--- config.mk ---
export PLATFORM = sky130hd
export DESIGN_NAME = mctmr_top
export DESIGN_NICKNAME = d
export VERILOG_FILES = /design/src/hdl/mctmr_pkg.sv /design/src/hdl/mctmr_top.sv /design/src/hdl/mctmr_sync.sv
export VERILOG_INCLUDE_DIRS = /design/src /design/src/hdl
export SDC_FILE = /design/constraint.sdc
export NUM_CORES = 1
export LEC_CHECK = 0
export BUFFER_PORTS_ARGS = -buffer_cell sky130_fd_sc_hd__buf_2
export CORE_ASPECT_RATIO = 1.5
export CORE_UTILIZATION = 46
export CTS_CLUSTER_SIZE = 8
export DETAILED_ROUTE_END_ITERATION = 8
export GPL_TIMING_DRIVEN = 1
export SYNTH_ARGS = -nofsm -noshare
export SYNTH_HDL_FRONTEND = slang
export SYNTH_SLANG_ARGS = --single-unit
--- constraint.sdc ---
create_clock -name MCLK -period 16.3 [get_ports MCLK]
set_input_delay 0.815 -clock MCLK [delete_from_list [all_inputs] [get_ports MCLK]]
set_output_delay 0.815 -clock MCLK [all_outputs]
set_load 0.005 [all_outputs]
--- src/hdl/mctmr_regs.svh ---
// Register offsets, field positions and reset values of the match/capture timer
`ifndef MCTMR_REGS_SVH
`define MCTMR_REGS_SVH
// Register byte offsets
`define MCTMR_OFF_CTRL 12'h000
`define MCTMR_OFF_COUNT 12'h004
`define MCTMR_OFF_PRELIM 12'h008
`define MCTMR_OFF_PRECNT 12'h00c
`define MCTMR_OFF_MATCH0 12'h010
`define MCTMR_OFF_MATCH1 12'h014
`define MCTMR_OFF_MATCH2 12'h018
`define MCTMR_OFF_MATCH3 12'h01c
`define MCTMR_OFF_MACT 12'h020
`define MCTMR_OFF_CAP0 12'h024
`define MCTMR_OFF_CAP1 12'h028
`define MCTMR_OFF_CAPCFG 12'h02c
`define MCTMR_OFF_OUTCFG 12'h030
`define MCTMR_OFF_OUTLVL 12'h034
`define MCTMR_OFF_DMACFG 12'h038
`define MCTMR_OFF_STAT 12'h03c
`define MCTMR_OFF_MASK 12'h040
// Control fields
`define MCTMR_CTRL_RUN 0
`define MCTMR_CTRL_CRST 1
`define MCTMR_CTRL_MODE 2
`define MCTMR_CTRL_EDGE_LO 3
// Status bit positions: match 0..3, capture 4..5
`define MCTMR_STAT_CAP_LO 4
// Reset values
`define MCTMR_RST_CTRL 32'h0000_0000
`define MCTMR_RST_WORD 32'h0000_0000
`endif

--- src/hdl/mctmr_pkg.sv ---
// Types shared by the match/capture timer files
package mctmr_pkg;
  // Edge choice for capture channels and external count input
  typedef enum logic [1:0] {
    MCTMR_EDGE_NONE = 2'b00,
    MCTMR_EDGE_RISE = 2'b01,
    MCTMR_EDGE_FALL = 2'b10,
    MCTMR_EDGE_BOTH = 2'b11
  } mctmr_edge_t;
  // Pin action on match
  typedef enum logic [1:0] {
    MCTMR_PIN_KEEP = 2'b00,
    MCTMR_PIN_LOW = 2'b01,
    MCTMR_PIN_HIGH = 2'b10,
    MCTMR_PIN_TOGGLE = 2'b11
  } mctmr_pin_t;
endpackage

--- src/hdl/mctmr_top.sv ---
// Match/capture timer: prescaler, counter, match, capture, pins, DMA, AHB-Lite registers
`timescale 1ns/1ps
`include "mctmr_regs.svh"
// What this block does
// [RQ1] Timer mode or external counter mode
// [RQ2] 32-bit counter behind 32-bit prescaler
// [RQ3] Prescaler wraps at limit, counter steps
// [RQ4] Two captures snapshot counter on edge
// [RQ5] Capture interrupt per channel enable
// [RQ6] Four match registers compared for equality
// [RQ7] Continue on match, optional interrupt
// [RQ8] Stop on match, optional interrupt
// [RQ9] Reset counter on match, optional interrupt
// [RQ10] Four match outputs, one per match
// [RQ11] Output low, high, toggle or keep
// [RQ12] Two matches raise timed DMA requests
module mctmr_top
#(
  parameter int NMATCH = 4,
  parameter int NCAP = 2,
  parameter int NDMA = 2
)
(
  // Clock and reset
  input wire logic MCLK,
  input wire logic RST,
  // AHB-Lite slave
  input wire logic HSEL,
  input wire logic [31:0] HADDR,
  input wire logic [1:0] HTRANS,
  input wire logic HWRITE,
  input wire logic [2:0] HSIZE,
  input wire logic [31:0] HWDATA,
  input wire logic HREADY,
  output logic [31:0] HRDATA,
  output logic HREADYOUT,
  output logic HRESP,
  // External pins
  input wire logic COUNT_PIN,
  input wire logic [NCAP-1:0] CAP_PIN,
  output logic [NMATCH-1:0] MATCH_OUT,
  // Requests
  output logic [NDMA-1:0] DMA_REQ,
  output logic IRQ
);
  localparam int NEV = NMATCH + NCAP; // Status width
  // Bus phase capture
  logic wr_pend_q; // Write data phase pending
  logic [11:0] waddr_q; // Latched write address
  logic [31:0] rdata_q; // Read data register
  // Registers
  logic [31:0] ctrl_q; // Run, counter reset, mode, count edge
  logic [31:0] count_q; // Main counter
  logic [31:0] count_d;
  logic [31:0] prelim_q; // Prescale limit
  logic [31:0] precnt_q; // Prescale counter
  logic [31:0] precnt_d;
  logic [31:0] match_q [NMATCH]; // Match values
  logic [31:0] mact_q; // Per match: 3 bits {stop,reset,irq}
  logic [31:0] cap_q [NCAP]; // Capture snapshots
  logic [31:0] capcfg_q; // Per channel: 3 bits {irq,edge}
  logic [31:0] outcfg_q; // Per pin: 2 bits action
  logic [NMATCH-1:0] outlvl_q; // Match pin levels
  logic [NDMA-1:0] dmacfg_q; // DMA enable per match 0..1
  logic [NDMA-1:0] dma_q; // Registered DMA pulses
  logic [NEV-1:0] stat_q; // Sticky events
  logic [NEV-1:0] mask_q; // Interrupt mask
  // Decode
  wire acc = HSEL & HREADY & HTRANS[1];
  wire rd_acc = acc & ~HWRITE;
  wire [11:0] a = HADDR[11:0];
  wire [11:0] wa = waddr_q;
  wire wen = wr_pend_q;
  wire ctrl_we = wen && wa == `MCTMR_OFF_CTRL;
  wire count_we = wen && wa == `MCTMR_OFF_COUNT;
  wire prelim_we = wen && wa == `MCTMR_OFF_PRELIM;
  wire precnt_we = wen && wa == `MCTMR_OFF_PRECNT;
  wire mact_we = wen && wa == `MCTMR_OFF_MACT;
  wire capcfg_we = wen && wa == `MCTMR_OFF_CAPCFG;
  wire outcfg_we = wen && wa == `MCTMR_OFF_OUTCFG;
  wire outlvl_we = wen && wa == `MCTMR_OFF_OUTLVL;
  wire dmacfg_we = wen && wa == `MCTMR_OFF_DMACFG;
  wire stat_we = wen && wa == `MCTMR_OFF_STAT;
  wire mask_we = wen && wa == `MCTMR_OFF_MASK;
  // Counting control
  wire run = ctrl_q[`MCTMR_CTRL_RUN];
  wire crst = ctrl_q[`MCTMR_CTRL_CRST];
  wire ext_mode = ctrl_q[`MCTMR_CTRL_MODE];
  wire cnt_hit; // External count edge
  wire tick = ext_mode ? cnt_hit : 1'b1; // [RQ1]
  wire pre_wrap = precnt_q == prelim_q; // [RQ3]
  wire step = run & ~crst & tick;
  wire [NMATCH-1:0] mhit; // Equality per match
  wire [NMATCH-1:0] mev; // Match event, once per counter step
  wire [NCAP-1:0] cev; // Capture events
  wire any_stop;
  wire any_reset;
  // Bus answer: zero wait, always OKAY
  assign HREADYOUT = 1'b1;
  assign HRESP = 1'b0;
  assign HRDATA = rdata_q;
  // External count input synchroniser
  mctmr_sync u_cnt
  (
    .clk(MCLK),
    .rst(RST),
    .pin(COUNT_PIN),
    .edge_sel(mctmr_pkg::mctmr_edge_t'(ctrl_q[`MCTMR_CTRL_EDGE_LO+:2])),
    .hit(cnt_hit)
  );
  // Per-match compare and actions
  genvar g;
  generate
    for (g = 0; g < NMATCH; g++)
    begin : g_match
      // Equality check against the counter
      assign mhit[g] = count_q == match_q[g]; // [RQ6]
      // Fire when counting would leave the matched value, so a stopped counter never fires
      assign mev[g] = mhit[g] & step & pre_wrap;
      // Match register storage
      always_ff @(posedge MCLK or posedge RST)
      begin
        if (RST)
          match_q[g] <= `MCTMR_RST_WORD;
        else if (wen && wa == `MCTMR_OFF_MATCH0 + 12'(4 * g))
          match_q[g] <= HWDATA;
      end
      // Pin action on match
      always_ff @(posedge MCLK or posedge RST)
      begin
        if (RST)
          outlvl_q[g] <= 1'b0;
        else if (mev[g])
        begin
          case (mctmr_pkg::mctmr_pin_t'(outcfg_q[2*g+:2])) // [RQ11]
            mctmr_pkg::MCTMR_PIN_LOW: outlvl_q[g] <= 1'b0;
            mctmr_pkg::MCTMR_PIN_HIGH: outlvl_q[g] <= 1'b1;
            mctmr_pkg::MCTMR_PIN_TOGGLE: outlvl_q[g] <= ~outlvl_q[g];
            default: outlvl_q[g] <= outlvl_q[g];
          endcase
        end
        else if (outlvl_we)
          outlvl_q[g] <= HWDATA[g];
      end
    end
  endgenerate
  assign MATCH_OUT = outlvl_q; // [RQ10]
  // Stop and reset actions gathered from all matches
  logic [NMATCH-1:0] stop_v;
  logic [NMATCH-1:0] reset_v;
  generate
    for (g = 0; g < NMATCH; g++)
    begin : g_act
      assign stop_v[g] = mev[g] & mact_q[3*g+2]; // [RQ8]
      assign reset_v[g] = mev[g] & mact_q[3*g+1]; // [RQ9]
    end
  endgenerate
  assign any_stop = |stop_v;
  assign any_reset = |reset_v;
  // Capture channels
  generate
    for (g = 0; g < NCAP; g++)
    begin : g_cap
      mctmr_sync u_cap
      (
        .clk(MCLK),
        .rst(RST),
        .pin(CAP_PIN[g]),
        .edge_sel(mctmr_pkg::mctmr_edge_t'(capcfg_q[3*g+:2])),
        .hit(cev[g])
      );
      // Snapshot counter on transition
      always_ff @(posedge MCLK or posedge RST)
      begin
        if (RST)
          cap_q[g] <= `MCTMR_RST_WORD;
        else if (cev[g])
          cap_q[g] <= count_q; // [RQ4]
      end
    end
  endgenerate
  // Next prescale and counter values
  always_comb
  begin
    precnt_d = precnt_q;
    count_d = count_q;
    if (crst)
    begin
      precnt_d = 32'h0000_0000;
      count_d = 32'h0000_0000;
    end
    else if (step)
    begin
      if (pre_wrap)
      begin
        precnt_d = 32'h0000_0000; // [RQ3]
        // Reset action wins over a plain step
        count_d = any_reset ? 32'h0000_0000 : count_q + 32'h0000_0001; // [RQ2] [RQ9]
      end
      else
        precnt_d = precnt_q + 32'h0000_0001; // [RQ3]
    end
    if (precnt_we)
      precnt_d = HWDATA;
    if (count_we)
      count_d = HWDATA;
  end
  // Counter and prescaler registers
  always_ff @(posedge MCLK or posedge RST)
  begin
    if (RST)
    begin
      count_q <= `MCTMR_RST_WORD;
      precnt_q <= `MCTMR_RST_WORD;
    end
    else
    begin
      count_q <= count_d;
      precnt_q <= precnt_d;
    end
  end
  // Control: stop clears run; a write in the same cycle yields to the stop
  always_ff @(posedge MCLK or posedge RST)
  begin
    if (RST)
      ctrl_q <= `MCTMR_RST_CTRL;
    else if (any_stop)
      ctrl_q <= {ctrl_q[31:1], 1'b0}; // [RQ8]
    else if (ctrl_we)
      ctrl_q <= HWDATA;
  end
  // Plain configuration registers
  always_ff @(posedge MCLK or posedge RST)
  begin
    if (RST)
    begin
      prelim_q <= `MCTMR_RST_WORD;
      mact_q <= `MCTMR_RST_WORD;
      capcfg_q <= `MCTMR_RST_WORD;
      outcfg_q <= `MCTMR_RST_WORD;
      dmacfg_q <= '0;
      mask_q <= '0;
    end
    else
    begin
      if (prelim_we)
        prelim_q <= HWDATA;
      if (mact_we)
        mact_q <= HWDATA;
      if (capcfg_we)
        capcfg_q <= HWDATA;
      if (outcfg_we)
        outcfg_q <= HWDATA;
      if (dmacfg_we)
        dmacfg_q <= HWDATA[NDMA-1:0];
      if (mask_we)
        mask_q <= HWDATA[NEV-1:0];
    end
  end
  // Event sources gated by their interrupt enables
  logic [NEV-1:0] ev_set;
  generate
    for (g = 0; g < NMATCH; g++)
    begin : g_mev
      assign ev_set[g] = mev[g] & mact_q[3*g]; // [RQ7] [RQ8] [RQ9]
    end
    for (g = 0; g < NCAP; g++)
    begin : g_cev
      assign ev_set[`MCTMR_STAT_CAP_LO+g] = cev[g] & capcfg_q[3*g+2]; // [RQ5]
    end
  endgenerate
  // Sticky status, write one to clear; a new event wins over the clear
  always_ff @(posedge MCLK or posedge RST)
  begin
    if (RST)
      stat_q <= '0;
    else
      stat_q <= (stat_q & ~(stat_we ? HWDATA[NEV-1:0] : '0)) | ev_set;
  end
  assign IRQ = |(stat_q & mask_q);
  // One-cycle DMA request per enabled match
  always_ff @(posedge MCLK or posedge RST)
  begin
    if (RST)
      dma_q <= '0;
    else
      dma_q <= mev[NDMA-1:0] & dmacfg_q; // [RQ12]
  end
  assign DMA_REQ = dma_q;
  // Bus address phase capture
  always_ff @(posedge MCLK or posedge RST)
  begin
    if (RST)
    begin
      wr_pend_q <= 1'b0;
      waddr_q <= 12'h000;
    end
    else
    begin
      wr_pend_q <= acc & HWRITE;
      waddr_q <= a;
    end
  end
  // Read mux, unmapped reads as zero
  logic [31:0] rmux;
  always_comb
  begin
    case (a)
      `MCTMR_OFF_CTRL: rmux = ctrl_q;
      `MCTMR_OFF_COUNT: rmux = count_q;
      `MCTMR_OFF_PRELIM: rmux = prelim_q;
      `MCTMR_OFF_PRECNT: rmux = precnt_q;
      `MCTMR_OFF_MATCH0: rmux = match_q[0];
      `MCTMR_OFF_MATCH1: rmux = match_q[1];
      `MCTMR_OFF_MATCH2: rmux = match_q[2];
      `MCTMR_OFF_MATCH3: rmux = match_q[3];
      `MCTMR_OFF_MACT: rmux = mact_q;
      `MCTMR_OFF_CAP0: rmux = cap_q[0];
      `MCTMR_OFF_CAP1: rmux = cap_q[1];
      `MCTMR_OFF_CAPCFG: rmux = capcfg_q;
      `MCTMR_OFF_OUTCFG: rmux = outcfg_q;
      `MCTMR_OFF_OUTLVL: rmux = 32'(outlvl_q);
      `MCTMR_OFF_DMACFG: rmux = 32'(dmacfg_q);
      `MCTMR_OFF_STAT: rmux = 32'(stat_q);
      `MCTMR_OFF_MASK: rmux = 32'(mask_q);
      default: rmux = 32'h0000_0000;
    endcase
  end
  // Read data registered at end of address phase
  always_ff @(posedge MCLK or posedge RST)
  begin
    if (RST)
      rdata_q <= 32'h0000_0000;
    else if (rd_acc)
      rdata_q <= rmux;
  end
endmodule

--- src/hdl/mctmr_sync.sv ---
// Three-stage pin synchroniser with edge detection
`timescale 1ns/1ps
module mctmr_sync
(
  // Clock and reset
  input wire logic clk,
  input wire logic rst,
  // Pin and edge choice
  input wire logic pin,
  input wire mctmr_pkg::mctmr_edge_t edge_sel,
  // Event out
  output logic hit
);
  logic s1_q; // Metastability stage, read by s2 only
  logic s2_q; // Second stage
  logic s3_q; // Third stage
  logic lvl_q; // Level last agreed by stages two and three
  wire agree; // Stages two and three hold the same level
  wire rise; // Stages agree high after low
  wire fall; // Stages agree low after high
  // Shift chain
  always_ff @(posedge clk or posedge rst)
  begin
    if (rst)
    begin
      s1_q <= 1'b0;
      s2_q <= 1'b0;
      s3_q <= 1'b0;
      lvl_q <= 1'b0;
    end
    else
    begin
      s1_q <= pin;
      s2_q <= s1_q;
      s3_q <= s2_q;
      // A one-cycle glitch never reaches agreement, so it is not counted
      if (agree)
        lvl_q <= s3_q;
    end
  end
  assign agree = s2_q == s3_q;
  // Count a change once both late stages show the new level
  assign rise = agree & s3_q & ~lvl_q;
  assign fall = agree & ~s3_q & lvl_q;
  // Edge choice decides which transitions count
  assign hit = (rise & edge_sel[0]) | (fall & edge_sel[1]);
endmodule

==> out/qor.yml <==
ys_async_sr_fraction_pct: 100
clock-skew-final_ns: 0.0343
ys_warn_count: 0
crit_fanout: 19
first_pass_iters: 6
overflow: 0
grt_use_total_pct: 32.5
die_w_um: 190
cp.required_ns: 16.76
rows: 103
gp_congestion: 1.01
routed_wl_um: 86500
clk_latency_ns: 0.61
cts_tree: "built"
ios: 118
slowest_stage: "xnor2_1"
synth_cell_type_count: 66
largest_reg_flops: 128
synth_nets: 2159
slew_viol_final: 0
clk_pin_slew_ns: 0.05
synth_edf_count: 0
layout_min_cycle_time_ns: 4.29
path_cells: "xnor2_1 -> nand4_1 -> nor4_2 -> nand3_2 -> nor2_1 -> a221o_1 -> nor2_4 -> buf_4 -> mux2_1"
cp-end-kind: "register"
critPathKind: "register to register"
die_h_um: 284
pwr_density_cell_mw_per_mm2: 104
fin_crit_sh_pct: 26.3
post_cts_resized: 0
postLayoutCoreUtil_pct: 51.7
fmax_mhz: 233
reg2reg_slack_ns: 12.01
nets: 2173
cts_root_buf: "clkbuf_16"
finalHoldViolCount: 0
hold_class: "primary input to register"
arrival_ns: 4.75
ant_nets: 0
path_delay_family: "simple AND/OR/NAND/NOR gates"
rsz0062_at_grt: "false"
leakage_nw: 11.5
syn_area_sq_mm: 0.0244
remaining_drc_errors: 0
syn_inst: 2072
cap_violations: 0
multi_input_area_sq_mm: 0.0113
top_regs: "match_q: 128 flops, cap_q: 64 flops"
avgSynthCellArea_sq_um: 11.8
critPathLaunchType: "register"
via_count: 18500
yosysSeqAreaShare_pct: 50.5
ys_ff_latch: 493
status: "complete, no violations"
port_buffers: 91
grt_pass1_wl_um: 128000
peakVddDrop_mv: 0.0736
path_buf_inv: 1
nFillCells: 4616
h-tree-depth: 3
start_util_pct: 46.5
cts.path.max_buffers: 3
areaGrowthSynthToFinish_pct: 11.3
cpPeakStageDelay_ns: 0.66
finalSetupTns_ns: 0
relSlewSlack_pct: 15.9
hpwl_um: 56300
worst_pin_slew_ns: 1.26
core_area_sq_mm: 0.0526
drt_iter0_markers: 2319
drive_gt1_share_pct: 27.3
antenna_found_initial: 2
seqCellArea_sq_mm: 0.0123
post_drt_wl_per_cell_um: 31.2
die_area_sq_mm: 0.0541
cts_hold_buf: 0
via_per_inst: 6.68
synth_ff_type: "dfrtp_1"
cts_setup_buffers: 0
setup_viol: 0
grt_max_degree: 164
cts_made_buffers: 71
cts.sinks: 493
grt_pass1_vias: 18700
regMostFlops: "match_q"
==> layer usage <==
metal	GRT usage (%)	routed length (um)
met3	6.52	6210
met5	0	14
met1	39.5	32400
met2	52.0	41700
met4	21.7	6240
==> per-stage QoR <==
| step | cells | setup WS (ns) | power, mW | instance area [sq um] | hold slack (ns) |
|---|---|---|---|---|---|
| after floorplan | 2072 | 1.72 | 1.45 | 24400 | 0.331 |
| after global placement | 2695 | 12.03 | 1.52 | 25300 | 0.346 |
| after detailed placement | 2695 | 11.90 | 1.53 | 25300 | 0.347 |
| after CTS | 2774 | 12.12 | 2.84 | 27200 | 0.302 |
| after global routing | 2774 | 12.02 | 2.91 | 27200 | 0.313 |
| final | 2775 | 12.01 | 2.82 | 27200 | 0.319 |
==> worst paths after layout <==
| kind | startpoint | to | depth (start not counted) |
|---|---|---|---|
| max | precnt_q[8] | ctrl_q[11] | 9 |
| min | CAP_PIN[0] | g_cap[0].u_cap.s1_q | 1 |
| max reg2reg | precnt_q[8] | ctrl_q[11] | 9 |
| min reg2reg | u_cnt.s1_q | u_cnt.s2_q | 0 |
| max in group asynchronous | RST | match_q[34] | 4 |
| min in group asynchronous | RST | g_cap[0].u_cap.s1_q | 2 |
==> layout by cell type (no fill, tap or decap), types with 7 or more instances in the layout <==
master | synthesis | layout
dfrtp_1 | 493 | 493
nand3_1 | 65 | 64
clkbuf_16 | 0 | 71
a222oi_1 | 87 | 87
nand2_1 | 74 | 70
a21oi_1 | 52 | 52
a221o_1 | 11 | 11
inv_1 | 22 | 21
and3_1 | 41 | 41
nor2b_1 | 8 | 8
a22oi_1 | 80 | 80
a31oi_1 | 14 | 14
nand4_1 | 53 | 53
nor3_1 | 28 | 26
o22ai_1 | 7 | 7
buf_4 | 17 | 36
o21ai_0 | 77 | 77
buf_2 | 52 | 91
o31ai_1 | 9 | 9
a221oi_1 | 9 | 9
nor4_1 | 28 | 26
nor2_1 | 57 | 49
ha_1 | 10 | 10
a22o_1 | 51 | 51
mux2_1 | 44 | 44
mux2_2 | 315 | 315
xnor2_1 | 158 | 158
nor3b_1 | 10 | 10
==> power breakdown <==
group	switching, mW	total (mW)	internal (mW)
Combinational	0.118	0.183	0.0656
Clock	0.536	1.31	0.771
Sequential	0.0608	1.33	1.27
==> logic make-up (layout without fill, tap and decap cells) <==
kind of cell,after synthesis,count (layout),share of synthesized area (%)
other,2,3,0.0307
buffers and inverters,209,229,3.96
multiplexers,363,363,16.7
AO/OA/AOI/OAI,415,415,12.6
adder cells (fa/ha/maj),10,10,0.512
AND/OR/NAND/NOR,420,420,9.90
XOR/XNOR,160,160,5.79
flip-flops,493,493,50.5
==> synthesized netlist by cell type, types with 5 or more instances <==
library cell / instances / area (sq um)
dfrtp_1: 493 / 12300
mux2_2: 315 / 3550
xnor2_1: 158 / 1380
clkbuf_1: 94 / 353
a222oi_1: 87 / 871
a22oi_1: 80 / 601
o21ai_0: 77 / 385
nand2_1: 74 / 278
nand3_1: 65 / 325
nor2_1: 57 / 214
nand4_1: 53 / 332
a21oi_1: 52 / 260
buf_2: 52 / 260
a22o_1: 51 / 447
mux2_1: 44 / 495
and3_1: 41 / 257
nor3_1: 28 / 140
nor4_1: 28 / 175
inv_1: 22 / 82.6
buf_4: 17 / 128
buf_1: 16 / 60.1
a31oi_1: 14 / 87.6
a221o_1: 11 / 110
ha_1: 10 / 125
nor3b_1: 10 / 75.1
a221oi_1: 9 / 78.8
o31ai_1: 9 / 67.6
nor2b_1: 8 / 50.1
buf_6: 7 / 78.8
o21ai_1: 7 / 35.0
o22ai_1: 7 / 43.8
and2_1: 5 / 31.3
nand3b_1: 5 / 37.5
nor4_2: 5 / 62.6
==> area by class of cell <==
class	count	share of cell area, %
multi-input combinational	1370	41.6
clock inverter	8	0.354
timing repair buffer	128	2.74
sequential	493	45.3
antenna	1	0.00920
clock buffer	71	6.53
inverter	22	0.331
tap	682	3.14
No activity file was read; power rests on OpenSTA's default activity.
